`config.mk`:
```
export PLATFORM = sky130hd
export DESIGN_NAME = timer16_counter
export DESIGN_NICKNAME = d
export VERILOG_FILES = /design/src/inc/timer16_pkg.sv /design/src/hdl/timer16_counter.sv
export SDC_FILE = /design/constraint.sdc
export NUM_CORES = 1
export LEC_CHECK = 0
export BUFFER_PORTS_ARGS = -buffer_cell sky130_fd_sc_hd__buf_2
export CAP_MARGIN = 20
export CELL_PAD_IN_SITES_DETAIL_PLACEMENT = 0
export CELL_PAD_IN_SITES_GLOBAL_PLACEMENT = 1
export CORE_MARGIN = 4
export CORE_UTILIZATION = 51
export DETAILED_ROUTE_END_ITERATION = 10
export HOLD_SLACK_MARGIN = 0.15
export PLACE_DENSITY = 0.95
export SYNTH_ARGS = -nofsm -noshare
export SYNTH_HDL_FRONTEND = slang
export SYNTH_SLANG_ARGS = --single-unit
export TNS_END_PERCENT = 50
```
`constraint.sdc`:
```
create_clock -name clk_sys -period 6.2 [get_ports clk_sys]
set_input_delay 0.31 -clock clk_sys [delete_from_list [all_inputs] [get_ports clk_sys]]
set_output_delay 0.31 -clock clk_sys [all_outputs]
set_load 0.02 [all_outputs]
```
`src/inc/timer16_pkg.sv`:
```
// Constants and types shared by the 16-bit counter core
package timer16_pkg;

  // Byte-wide I/O locations on the CPU data bus
  localparam logic [3:0] ADDR_CTRL_A    = 4'h0;  // timer_control_a
  localparam logic [3:0] ADDR_CTRL_B    = 4'h1;  // timer_control_b
  localparam logic [3:0] ADDR_CNT_LOW   = 4'h2;  // counter_low_byte
  localparam logic [3:0] ADDR_CNT_HIGH  = 4'h3;  // counter_high_byte
  localparam logic [3:0] ADDR_CMP_LOW   = 4'h4;  // compare A, low byte
  localparam logic [3:0] ADDR_CMP_HIGH  = 4'h5;  // compare A, high byte
  localparam logic [3:0] ADDR_CAPT_LOW  = 4'h6;  // capture_register, low byte
  localparam logic [3:0] ADDR_CAPT_HIGH = 4'h7;  // capture_register, high byte
  localparam logic [3:0] ADDR_FLAGS     = 4'h8;  // overflow_flag, write one to clear

  // Field positions
  localparam int CS_LSB       = 0;  // clock_source_select in control B, 3 bits
  localparam int WGM_LO_LSB   = 0;  // waveform_mode_select[1:0] in control A
  localparam int WGM_HI_LSB   = 3;  // waveform_mode_select[3:2] in control B
  localparam int OVF_BIT      = 0;  // overflow_flag in the flag location

  // Reset values
  localparam logic [7:0]  RST_CTRL = 8'h00;
  localparam logic [15:0] RST_WORD = 16'h0000;
  localparam logic [7:0]  RST_BYTE = 8'h00;
  localparam logic [9:0]  RST_PRESC = 10'h000;

  // Fixed sequence limits
  localparam logic [15:0] SEQ_FLOOR = 16'h0000;
  localparam logic [15:0] SEQ_MAX   = 16'hFFFF;
  localparam logic [15:0] TOP_8BIT  = 16'h00FF;
  localparam logic [15:0] TOP_9BIT  = 16'h01FF;
  localparam logic [15:0] TOP_10BIT = 16'h03FF;

  // Prescaler taps: log2 of the division ratio
  localparam int DIV8_BITS    = 3;
  localparam int DIV64_BITS   = 6;
  localparam int DIV256_BITS  = 8;
  localparam int DIV1024_BITS = 10;

  // How the counter walks through its sequence
  typedef enum logic [1:0] {STYLE_UP, STYLE_TOP_CLEAR, STYLE_DUAL} count_style_e;

  // Where the ceiling of the sequence comes from
  typedef enum logic [2:0] {
    TOP_MAX, TOP_FIX8, TOP_FIX9, TOP_FIX10, TOP_CMP, TOP_CAPT
  } top_src_e;

endpackage : timer16_pkg

```
`src/hdl/timer16_counter.sv`:
```
// Counter core of a 16-bit timer with byte-wide CPU access and shared high-byte holding
`timescale 1ns/1ns

// Notes on behaviour
// RULE_01: 16-bit up/down counter, moves only on ticks
// RULE_02: Counter seen as high and low byte locations
// RULE_03: High-byte location accesses the holding register
// RULE_04: Low-byte read copies upper byte into holding
// RULE_05: Low-byte write loads holding and written byte
// RULE_06: Each tick clears, increments or decrements per mode
// RULE_07: Tick source picked by three-bit clock select
// RULE_08: Clock select zero stops all ticks
// RULE_09: CPU may access counter at any time
// RULE_10: CPU write beats count or clear
// RULE_11: Four-bit waveform mode sets count sequence
// RULE_12: Overflow flag set per mode, interrupt capable
// RULE_13: Count strobe moves by one, direction chooses way
// RULE_14: Clear forces zero on the next tick
// RULE_15: Top and floor reached produce indications
// RULE_16: Software masks interrupts around two-byte accesses
// RULE_17: Holding register may be written once, reused
// RULE_18: Write high then low; read low then high
// RULE_19: Holding shared; compare reads bypass it
// RULE_20: Floor zero; ceiling fixed, compare or capture
// RULE_21: Tick is a one-cycle enable on clk_sys
module timer16_counter (
  // Clock and reset
  input  wire logic        clk_sys,
  input  wire logic        resetn,
  // CPU I/O bus, one byte per access
  input  wire logic [3:0]  io_addr,
  input  wire logic        io_wr,
  input  wire logic        io_rd,
  input  wire logic [7:0]  io_wdata,
  output logic      [7:0]  io_rdata,
  // External tick pin, asynchronous
  input  wire logic        ext_tick_pin,
  // Status towards the rest of the chip
  output logic             overflow_flag,
  output logic             reached_top,
  output logic             reached_floor,
  output logic      [15:0] timer_count_value
);

  // Returns true when the low bits of the prescaler are all ones
  function automatic logic presc_hit(input logic [9:0] p, input int bits);
    logic hit;
    hit = 1'b1;
    for (int i = 0; i < bits; i++) begin
      hit = hit & p[i];
    end
    return hit;
  endfunction : presc_hit

  // Counting style for a waveform mode
  // Modes not listed fall back to a plain up count to the maximum
  function automatic timer16_pkg::count_style_e style_of(input logic [3:0] m);
    timer16_pkg::count_style_e s;
    case (m)
      4'h1, 4'h2, 4'h3, 4'h8, 4'h9, 4'hA, 4'hB: s = timer16_pkg::STYLE_DUAL;
      4'h4, 4'h5, 4'h6, 4'h7, 4'hC, 4'hE, 4'hF: s = timer16_pkg::STYLE_TOP_CLEAR;
      default:                                  s = timer16_pkg::STYLE_UP;
    endcase
    return s;
  endfunction : style_of

  // Ceiling source for a waveform mode
  function automatic timer16_pkg::top_src_e top_src_of(input logic [3:0] m);
    timer16_pkg::top_src_e t;
    case (m)
      4'h1, 4'h5:             t = timer16_pkg::TOP_FIX8;
      4'h2, 4'h6:             t = timer16_pkg::TOP_FIX9;
      4'h3, 4'h7:             t = timer16_pkg::TOP_FIX10;
      4'h4, 4'h9, 4'hB, 4'hF: t = timer16_pkg::TOP_CMP;
      4'h8, 4'hA, 4'hC, 4'hE: t = timer16_pkg::TOP_CAPT;
      default:                t = timer16_pkg::TOP_MAX;
    endcase
    return t;
  endfunction : top_src_of

  // Pin synchroniser; stage one is read only by stage two
  logic       pin_meta;     // First stage
  logic       pin_sync;     // Second stage, safe to use
  logic       pin_prev;     // Previous synchronised level, for edges

  // Register state
  logic [7:0]  ctrl_a;         // timer_control_a
  logic [7:0]  ctrl_b;         // timer_control_b
  logic [15:0] count;          // timer_count_value
  logic [7:0]  hold_high;      // Shared high-byte holding register
  // Compare A is not double buffered: a new value acts on the next tick
  logic [15:0] cmp_a;          // Compare A, used as a ceiling
  logic [15:0] capt;           // capture_register, used as a ceiling
  logic        count_up;       // Direction for dual-slope modes
  logic        ovf;            // Sticky overflow flag
  logic [9:0]  presc;          // Free running prescaler
  logic [7:0]  rdata;          // Registered read data
  logic        at_top;         // Registered top indication
  logic        at_floor;       // Registered floor indication

  // Next values
  logic [7:0]  next_ctrl_a;
  logic [7:0]  next_ctrl_b;
  logic [15:0] next_count;
  logic [7:0]  next_hold_high;
  logic [15:0] next_cmp_a;
  logic [15:0] next_capt;
  logic        next_count_up;
  logic        next_ovf;
  logic [9:0]  next_presc;
  logic [7:0]  next_rdata;
  logic        next_at_top;
  logic        next_at_floor;

  // Decoded mode and helpers
  // Decoded from the live control bytes, so a change acts on the next tick
  logic [3:0]  wgm;            // waveform_mode_select
  logic [2:0]  cs;             // clock_source_select
  logic        tick;           // timer_tick, one cycle wide
  logic [15:0] top_val;        // Current ceiling
  logic        ovf_set;        // Overflow event this cycle
  logic        is_top;         // Counter equals ceiling
  logic        is_floor;       // Counter equals floor
  timer16_pkg::count_style_e style;
  timer16_pkg::top_src_e     tsrc;

  // Mode fields are split over both control registers
  assign wgm = {ctrl_b[timer16_pkg::WGM_HI_LSB +: 2],
                ctrl_a[timer16_pkg::WGM_LO_LSB +: 2]};  // see RULE_11
  assign cs  = ctrl_b[timer16_pkg::CS_LSB +: 3];

  // Tick selection; ticks are enables so no second clock domain exists
  // Pin edges come from synchronised levels, never from the raw pin
  // The prescaler never stops, so the first tick after a select change
  // may come early; software that needs a clean start rewrites the count
  always_comb begin
    case (cs)  // see RULE_07
      3'h0:    tick = 1'b0;  // see RULE_08
      3'h1:    tick = 1'b1;  // see RULE_21
      3'h2:    tick = presc_hit(presc, timer16_pkg::DIV8_BITS);
      3'h3:    tick = presc_hit(presc, timer16_pkg::DIV64_BITS);
      3'h4:    tick = presc_hit(presc, timer16_pkg::DIV256_BITS);
      3'h5:    tick = presc_hit(presc, timer16_pkg::DIV1024_BITS);
      3'h6:    tick = pin_prev & ~pin_sync;  // Falling edge of the pin
      default: tick = ~pin_prev & pin_sync;  // Rising edge of the pin
    endcase
  end

  // Ceiling of the sequence for the selected mode
  // A ceiling below the count is passed by; the count runs on and wraps
  always_comb begin
    style = style_of(wgm);
    tsrc  = top_src_of(wgm);
    case (tsrc)  // see RULE_20
      timer16_pkg::TOP_FIX8:  top_val = timer16_pkg::TOP_8BIT;
      timer16_pkg::TOP_FIX9:  top_val = timer16_pkg::TOP_9BIT;
      timer16_pkg::TOP_FIX10: top_val = timer16_pkg::TOP_10BIT;
      timer16_pkg::TOP_CMP:   top_val = cmp_a;
      timer16_pkg::TOP_CAPT:  top_val = capt;
      default:                top_val = timer16_pkg::SEQ_MAX;
    endcase
    is_top   = (count == top_val);                   // see RULE_15
    is_floor = (count == timer16_pkg::SEQ_FLOOR);    // see RULE_15
  end

  // Pin synchroniser registers
  // Pin levels shorter than one clock may be missed, and every edge
  // is seen two clocks late
  always_ff @(posedge clk_sys or negedge resetn) begin
    if (!resetn) begin
      pin_meta <= 1'b0;
      pin_sync <= 1'b0;
      pin_prev <= 1'b0;
    end else begin
      pin_meta <= ext_tick_pin;
      pin_sync <= pin_meta;
      pin_prev <= pin_sync;
    end
  end

  // Next values of counter, registers and read data
  always_comb begin
    next_ctrl_a    = ctrl_a;
    next_ctrl_b    = ctrl_b;
    next_count     = count;
    next_hold_high = hold_high;
    next_cmp_a     = cmp_a;
    next_capt      = capt;
    next_count_up  = count_up;
    next_presc     = presc + 10'h001;
    next_rdata     = rdata;
    next_at_top    = 1'b0;
    next_at_floor  = 1'b0;
    ovf_set        = 1'b0;

    // Count step on a tick only
    if (tick) begin  // see RULE_01
      case (style)  // see RULE_06
        timer16_pkg::STYLE_DUAL: begin
          // Direction turns at the ceiling and at the floor
          // The flag marks one full period, raised only when turning at the floor
          if (count_up && is_top) begin
            next_count_up = 1'b0;
            next_count    = count - 16'h0001;  // see RULE_13
          end else if (!count_up && is_floor) begin
            next_count_up = 1'b1;
            next_count    = count + 16'h0001;
            ovf_set       = 1'b1;  // see RULE_12
          end else if (count_up) begin
            next_count    = count + 16'h0001;
          end else begin
            next_count    = count - 16'h0001;
          end
        end
        timer16_pkg::STYLE_TOP_CLEAR: begin
          if (is_top) begin
            next_count = timer16_pkg::SEQ_FLOOR;  // see RULE_14
          end else begin
            next_count = count + 16'h0001;
          end
          // Fixed and pwm ceilings flag at the ceiling, clear-on-match at max
          if (wgm == 4'h4 || wgm == 4'hC) begin
            ovf_set = (count == timer16_pkg::SEQ_MAX);  // see RULE_12
          end else begin
            ovf_set = is_top;
          end
        end
        default: begin
          next_count = count + 16'h0001;
          ovf_set    = (count == timer16_pkg::SEQ_MAX);
        end
      endcase
    end

    // Only low-byte writes touch the counter itself; the high byte always
    // passes through the holding register, so a word lands in one edge
    // CPU writes come last so they override the step
    if (io_wr) begin  // see RULE_09
      if (io_addr == timer16_pkg::ADDR_CTRL_A) begin
        next_ctrl_a = io_wdata;
      end else if (io_addr == timer16_pkg::ADDR_CTRL_B) begin
        next_ctrl_b = io_wdata;
      end else if (io_addr == timer16_pkg::ADDR_CNT_LOW) begin
        next_count = {hold_high, io_wdata};  // see RULE_05 see RULE_10
      end else if (io_addr == timer16_pkg::ADDR_CNT_HIGH ||
                   io_addr == timer16_pkg::ADDR_CMP_HIGH ||
                   io_addr == timer16_pkg::ADDR_CAPT_HIGH) begin
        next_hold_high = io_wdata;  // see RULE_03 see RULE_19
      end else if (io_addr == timer16_pkg::ADDR_CMP_LOW) begin
        next_cmp_a = {hold_high, io_wdata};
      end else if (io_addr == timer16_pkg::ADDR_CAPT_LOW) begin
        // Capture is only writable while it sets the ceiling
        if (tsrc == timer16_pkg::TOP_CAPT) begin
          next_capt = {hold_high, io_wdata};
        end
      end
    end

    // Indications follow the value the counter really takes, so a CPU
    // write at a tick edge cannot raise a pulse for a value never held
    if (tick) begin
      next_at_top   = (next_count == top_val);                 // see RULE_15
      next_at_floor = (next_count == timer16_pkg::SEQ_FLOOR);  // see RULE_15
    end

    // A low read and a high write in one cycle: the read's copy into the
    // holding register wins, as it comes last
    // CPU reads; data appears on io_rdata the cycle after the strobe
    if (io_rd) begin  // see RULE_02
      if (io_addr == timer16_pkg::ADDR_CTRL_A) begin
        next_rdata = ctrl_a;
      end else if (io_addr == timer16_pkg::ADDR_CTRL_B) begin
        next_rdata = ctrl_b;
      end else if (io_addr == timer16_pkg::ADDR_CNT_LOW) begin
        next_rdata     = count[7:0];
        next_hold_high = count[15:8];  // see RULE_04
      end else if (io_addr == timer16_pkg::ADDR_CNT_HIGH ||
                   io_addr == timer16_pkg::ADDR_CAPT_HIGH) begin
        next_rdata = hold_high;  // see RULE_03
      end else if (io_addr == timer16_pkg::ADDR_CMP_LOW) begin
        next_rdata = cmp_a[7:0];
      end else if (io_addr == timer16_pkg::ADDR_CMP_HIGH) begin
        next_rdata = cmp_a[15:8];  // see RULE_19
      end else if (io_addr == timer16_pkg::ADDR_CAPT_LOW) begin
        next_rdata     = capt[7:0];
        next_hold_high = capt[15:8];
      end else if (io_addr == timer16_pkg::ADDR_FLAGS) begin
        next_rdata = {7'h00, ovf};
      end else begin
        next_rdata = 8'h00;  // Unmapped locations read zero
      end
    end

    // Sticky flag: a new event wins over a clear in the same cycle
    next_ovf = ovf;
    if (io_wr && io_addr == timer16_pkg::ADDR_FLAGS && io_wdata[timer16_pkg::OVF_BIT]) begin
      next_ovf = 1'b0;
    end
    if (ovf_set) begin
      next_ovf = 1'b1;  // see RULE_12
    end
  end

  // Register every next value
  // Every register runs on every clk_sys edge; ticks only steer the
  // next values, so nothing here is gated
  always_ff @(posedge clk_sys or negedge resetn) begin
    if (!resetn) begin
      ctrl_a    <= timer16_pkg::RST_CTRL;
      ctrl_b    <= timer16_pkg::RST_CTRL;
      count     <= timer16_pkg::RST_WORD;
      hold_high <= timer16_pkg::RST_BYTE;
      cmp_a     <= timer16_pkg::RST_WORD;
      capt      <= timer16_pkg::RST_WORD;
      count_up  <= 1'b1;
      ovf       <= 1'b0;
      presc     <= timer16_pkg::RST_PRESC;
      rdata     <= timer16_pkg::RST_BYTE;
      at_top    <= 1'b0;
      at_floor  <= 1'b0;
    end else begin
      ctrl_a    <= next_ctrl_a;
      ctrl_b    <= next_ctrl_b;
      count     <= next_count;
      hold_high <= next_hold_high;
      cmp_a     <= next_cmp_a;
      capt      <= next_capt;
      count_up  <= next_count_up;
      ovf       <= next_ovf;
      presc     <= next_presc;
      rdata     <= next_rdata;
      at_top    <= next_at_top;
      at_floor  <= next_at_floor;
    end
  end

  // Status outputs come straight from flip-flops
  assign overflow_flag     = ovf;
  assign reached_top       = at_top;
  assign reached_floor     = at_floor;
  assign timer_count_value = count;
  assign io_rdata          = rdata;

endmodule : timer16_counter

```
==> results of run 1 <==
[per-layer routing]
metal / track usage, % / up-vias
met3: 6.78 / 74
met4: 12.0 / 0
met1: 42.4 / 3281
met5: 0 / -
li1: - / 3020
met2: 49.8 / 487
[cell usage after synthesis, types with 6 or more instances]
cell	instances	area, µm²
a21oi_1	26	130
a221oi_1	8	70.1
a22o_1	6	52.6
a22oi_1	6	45.0
a31oi_1	8	50.1
a32oi_1	6	52.6
and2_1	8	50.1
and3_1	9	56.3
buf_2	7	35.0
clkbuf_1	39	146
dfrtp_1	96	2400
ha_1	6	75.1
inv_1	35	131
mux2_2	55	619
mux2i_1	23	230
nand2_1	86	323
nand2b_1	12	75.1
nand3_1	22	110
nand3b_1	7	52.6
nand4_1	12	75.1
nor2_1	59	221
nor2b_1	9	56.3
nor3_1	20	100
o21ai_0	70	350
o221ai_1	16	140
o22ai_1	32	200
or3_1	6	37.5
xnor2_1	25	219
xor2_1	10	87.6
[kinds of logic after synthesis]
kind of cell / synth area share [%]
adders and majority gates: 1.07
xor gates and xnor gates: 4.38
AOI/OAI and AO/OA: 21.4
muxes: 12.5
buffers and inverters: 5.43
and+or+nand+nor: 20.5
DFF: 34.7
[stage by stage]
step	cells	cell area [µm²]	setup WS [ns]	hold WS, ns	power, mW
2_1_floorplan	813	7000	2.67	0.0144	2.02
3_3_place_gp	983	7250	1.68	0.236	2.49
3_5_place_dp	983	7250	1.60	0.234	2.50
4_1_cts	1001	7580	1.58	0.304	3.10
5_1_grt	1001	7580	1.15	0.314	3.31
6_report	1001	7580	1.44	0.324	3.15
[worst max-delay path, delay by kind of cell (launching register included)]
family	cells	cell delay [ns]
muxes	1	0.67
and+or+nand+nor	4	0.73
AOI/OAI and AO/OA	7	2.45
DFF	1	0.83
[path summary, 6_finish.rpt]
path / startpoint / end / slack (ns) / cells past startpoint
setup / recovery: ctrl_a[0]$_DFFE_PN0P_ / reached_top$_DFF_PN0_ / 1.44 / 12
max in group asynchronous: resetn / capt[13]$_DFFE_PN0P_ / 4.56 / 3
hold / removal: io_wdata[6] / capt[6]$_DFFE_PN0P_ / 0.32 / 2
hold reg to reg: pin_meta$_DFF_PN0_ / pin_sync$_DFF_PN0_ / 0.35 / 0
min in group asynchronous: resetn / timer_count_value[2]$_DFF_PN0_ / 0.38 / 2
setup reg to reg: ctrl_a[0]$_DFFE_PN0P_ / reached_top$_DFF_PN0_ / 1.44 / 12
[sequential cells by signal (all words and copies together), names as in the netlist]
register	cells
overflow_flag	1
count_up	1
hold_high	8
reached_floor	1
pin_sync	1
cmp_a	16
reached_top	1
io_rdata	8
pin_meta	1
ctrl_a	8
capt	16
presc	10
ctrl_b	8
pin_prev	1
timer_count_value	16
[what timing repair did]
item | 4_1_cts | 5_1_grt
endpoints found under the hold margin | 22 | 0
setup buffers | 0 | 0
hold buffers | 2 | 0
[power breakdown]
| group | total [mW] | switching (mW) | internal (mW) |
|---|---|---|---|
| Sequential | 1.08 | 0.308 | 0.771 |
| Clock | 0.599 | 0.278 | 0.321 |
| Combinational | 1.47 | 0.917 | 0.552 |
[area by class of cell]
cell class / instances / share of cell area [%]
sequential: 97 / 32.0
inverter: 37 / 1.83
clock inverter: 7 / 1.15
multi-input combinational: 624 / 55.4
timing repair buffer: 51 / 3.73
tap: 176 / 2.90
clock buffer: 9 / 2.97
==> metrics, run 1 <==
CTS root buffer=clkbuf_16; worst hold path type=in2reg; Async SR Flop Fraction=100%; Nets=843; CTS resizes=0; critical-path cell list=nor2_1 -> mux2i_2 -> o22ai_2 -> o221ai_1 -> nor4_4 -> a21boi_1 -> or2_1 -> a31oi_1 -> o21ai_0 -> o32ai_1 -> a2111o_1 -> nor4_2; Syn Area/Cell=8.61 µm²; EDFF count, synth=0; vias after detailed routing=6862; synthesized instance count=813; routed wire length=24800 µm; Reg clk slew, reported paths=0.07 ns; Die W=125 µm; Slew Limit Fails=0; grt ovf=0; layout cells sized above 1=17.1%; fmax=210 MHz; Via-to-Cell Ratio=6.86; antenna violations before repair=0; Top Ports=44; core region area=13300 µm²; Synth cell types=80; Final setup violation count=0; crit path DAT=5.03 ns; Antenna Nets Post-Route=0; Metal-1 WL=9900 µm; cell area after synthesis=7000 µm²; ANT cells=0; Initial Utilization=52.5%; Post-route DRC=0; Period Utilization, post-route=76.7%; Clock Latency Late Sink=0.36 ns; Worst Setup End Kind=flip-flop; largest net degree at the start of global routing=77; final core occ=56.8%; vias in the first global route=6555; Worst Path Class, Setup=reg2reg; CTS tree=built; startpoint type of the worst setup path=flip-flop; Seq. cell area=2430 µm²; maximum VDD drop=209 µV; first-pass GRT wire length=38600 µm; Placer Congestion=1.00; status=finished clean; ys flop type=dfrtp_1; Syn Nets=836; PwrDens=415 nW/µm²; area of the multi-input gates=4200 µm²; most common cell after layout, fill and taps aside=dfrtp_1; dpl hpwl=18300 µm; post-synthesis sequential area ratio=34.7%; relative slew slack=31.4%; Static Leak=3.10 nW; WP data required=6.47 ns; Die Ht=125 µm; clk sink count=97; initial drt markers=1022; Wirelength per Cell=24.8 µm; row count=42; Filler cells=1224; Tmin final=4.76 ns; met3 WL post-DR=2550 µm; clk_skew=0.00667 ns; IO Port Bufs=43; worst-path cell with the longest stage delay=dfrtp_1; # H-tree levels=3; Least-Margin Pin Slew=1.02 ns; CTS max path bufs=2; unrepaired setup endpoints after global routing=false; Hold Vio Cnt, Final=0; Detail Route met2 WL=11400 µm; setup TNS=0 ns; MaxCap Viol Count=0; delay of the slowest critical-path stage=0.83 ns; cts bufs inserted=9; Total Routing Usage GR=31.4%; die area=15700 µm²; crit path max fanout=26; max layer used=met4; First-pass DRT Iterations=6; commonest non-fill, non-tap cells in the layout=dfrtp_1, nand2_1, o21ai_0; flops & latches, synth=97; Warnings, synthesis=0; Synth-to-Final Area Change=8.29%
Note: power is estimated with default switching activity, not from simulation.
==> inputs of run 2 (changes only) <==
Settings changed: CORE_UTILIZATION 51 to 47, PLACE_DENSITY 0.95 to 0.89.
Clock period 6.2 ns to 4.65 ns, I/O delays scaled along.
==> run 2 against run 1 <==
Power rose by 37%; worst hold slack got worse by 0.089 ns; maximum frequency rose by 13%; critical endpoint is now reached_floor$_DFF_PN0_.
==> metrics, run 2 (same netlist as run 1, synthesis figures left out) <==
Worst Path Class, Setup=reg2reg (unchanged); core region area=14600 µm² (was 13300 µm²); WP data required=4.91 ns (was 6.47 ns); MaxCap Viol Count=0 (unchanged); Static Leak=3.25 nW (was 3.10 nW); cts bufs inserted=9 (unchanged); non-filler instance count after layout=1037 (was 1001); Post-route DRC=0 (unchanged); Die W=130 µm (was 125 µm); commonest non-fill, non-tap cells in the layout=dfrtp_1, nand2_1, o21ai_0 (unchanged); initial drt markers=865 (was 1022); First-pass DRT Iterations=5 (was 6); Via-to-Cell Ratio=6.60 (was 6.86); CTS max path bufs=2 (unchanged); worst hold path type=in2reg (unchanged); Worst Setup End Kind=flip-flop (unchanged); maximum VDD drop=267 µV (was 209 µV); Tmin final=4.21 ns (was 4.76 ns); vias after detailed routing=6842 (was 6862); Top Ports=44 (unchanged); Hold Worst Slack=0.235 ns (was 0.324 ns); Nets=871 (was 843); ANT cells=0 (unchanged); antenna violations before repair=0 (unchanged); status=finished clean (unchanged); post-CTS setup buffers=0 (unchanged); Hold Vio Cnt, Final=0 (unchanged); fmax=237 MHz (was 210 MHz); unrepaired setup endpoints after global routing=false (unchanged); clk sink count=97 (unchanged); Slew Limit Fails=0 (unchanged); Placer Congestion=1.00 (about the same); row count=44 (was 42); Filler cells=1382 (was 1224); routed wire length=24500 µm (was 24800 µm); relative slew slack=27.6% (was 31.4%); Antenna Nets Post-Route=0 (unchanged); Clock Latency Late Sink=0.35 ns (was 0.36 ns); Wirelength per Cell=23.6 µm (was 24.8 µm); layout cells sized above 1=19.8% (was 17.1%); area of the multi-input gates=4210 µm² (was 4200 µm²); Placed Instances=1018 (was 983); critical path endpoint=reached_floor$_DFF_PN0_ (was reached_top$_DFF_PN0_); Total Routing Usage GR=29.5% (was 31.4%); crit path DAT=4.47 ns (was 5.03 ns); Worst Setup SP=ctrl_a[1]$_DFFE_PN0P_ (was ctrl_a[0]$_DFFE_PN0P_); PwrDens=551 nW/µm² (was 415 nW/µm²); Period Utilization, post-route=90.6% (was 76.7%); dpl hpwl=18000 µm (was 18300 µm); r2r startpoint=ctrl_a[1]$_DFFE_PN0P_ (was ctrl_a[0]$_DFFE_PN0P_); most common cell after layout, fill and taps aside=dfrtp_1 (unchanged); startpoint type of the worst setup path=flip-flop (unchanged); worst r2r dst=reached_floor$_DFF_PN0_ (was reached_top$_DFF_PN0_); Synth-to-Final Area Change=11.7% (was 8.29%); clk_skew=0.00647 ns (was 0.00667 ns); vias in the first global route=6407 (was 6555); largest net degree at the start of global routing=69 (was 77); setup TNS=0 ns (unchanged); Reg clk slew, reported paths=0.07 ns (about the same); first-pass GRT wire length=37700 µm (was 38600 µm); CTS root buffer=clkbuf_16 (unchanged); # H-tree levels=3 (unchanged); grt ovf=0 (unchanged); CTS tree=built (unchanged); Initial Utilization=48.0% (was 52.5%); Reg2Reg Depth=12 (unchanged); IO Port Bufs=43 (unchanged); die area=16900 µm² (was 15700 µm²); Seq. cell area=2430 µm² (unchanged); Final setup violation count=0 (unchanged); Least-Margin Pin Slew=1.07 ns (was 1.02 ns); Die Ht=130 µm (was 125 µm); reg2reg setup slack=0.44 ns (was 1.44 ns); crit path max fanout=15 (was 26)
==> run 2: cell types whose count changed in the layout (fill, tap and decap cells not counted), sizes merged <==
cell,change
clkbuf,+3
clkinvlp,-2
buf,+27
==> run 2: critical path, stage by stage, from the launching register on <==
cell	delay, ns
dfrtp_1	0.48
nor2b_2	0.23
mux2i_4	0.50
o22ai_1	0.24
o221ai_2	0.29
nor4_4	0.10
a31oi_4	0.50
or2_0	0.48
a221o_1	0.24
o21ai_2	0.08
nand4b_1	0.20
or4_1	0.50
nor4_2	0.27
==> run 2: area by class of cell <==
class,instances,area share (%)
tap,184,2.94
clock inverter,5,0.864
timing repair buffer,79,6.30
sequential,97,31.1
clock buffer,11,3.23
inverter,37,1.78
multi-input combinational,624,53.8
==> run 2: worst min-delay path by stage <==
stage	end	from	slack (ns)	cells past startpoint
2_1_floorplan	capt[0]$_DFFE_PN0P_	resetn	-0.06	0
3_3_place_gp	pin_sync$_DFF_PN0_	pin_meta$_DFF_PN0_	0.33	0
3_5_place_dp	pin_sync$_DFF_PN0_	pin_meta$_DFF_PN0_	0.34	0
4_1_cts	capt[6]$_DFFE_PN0P_	io_wdata[6]	0.22	2
5_1_grt	capt[6]$_DFFE_PN0P_	io_wdata[6]	0.23	2
6_report	capt[6]$_DFFE_PN0P_	io_wdata[6]	0.24	2
==> run 2: per-layer routing <==
layer,vias to the layer above,global-route usage (%),wire length [µm]
li1,3057,-,-
met5,-,0,0
met3,66,6.39,2250
met4,0,12.2,904
met2,368,43.7,10800
met1,3351,42.0,10500
==> run 2: repair_timing <==
action	CTS	global route
endpoints found under the setup margin	0	1
gates resized for setup	0	1
hold buffers	2	0
hold endpoints to repair	67	0
==> run 2: metrics by stage <==
step / cell area (µm²) / setup slack [ns] / power (mW) / util (%)
final: 7820 / 0.439 / 4.31 / 53.6
after CTS: 7800 / 0.297 / 4.25 / 53.5
after detailed placement: 7460 / 0.322 / 3.44 / 51.2
after global routing: 7820 / 0.187 / 4.54 / 53.6
after floorplan: 7000 / 1.12 / 2.69 / -
after global placement: 7460 / 0.447 / 3.44 / 51.2
==> run 2: report_power, final <==
group	internal (mW)	switching [mW]	total [mW]	leakage, nW
Sequential	1.03	0.295	1.32	1.21
Clock	0.456	0.356	0.812	0.159
Combinational	0.827	1.34	2.17	1.88
Total	2.31	1.99	4.31	3.25
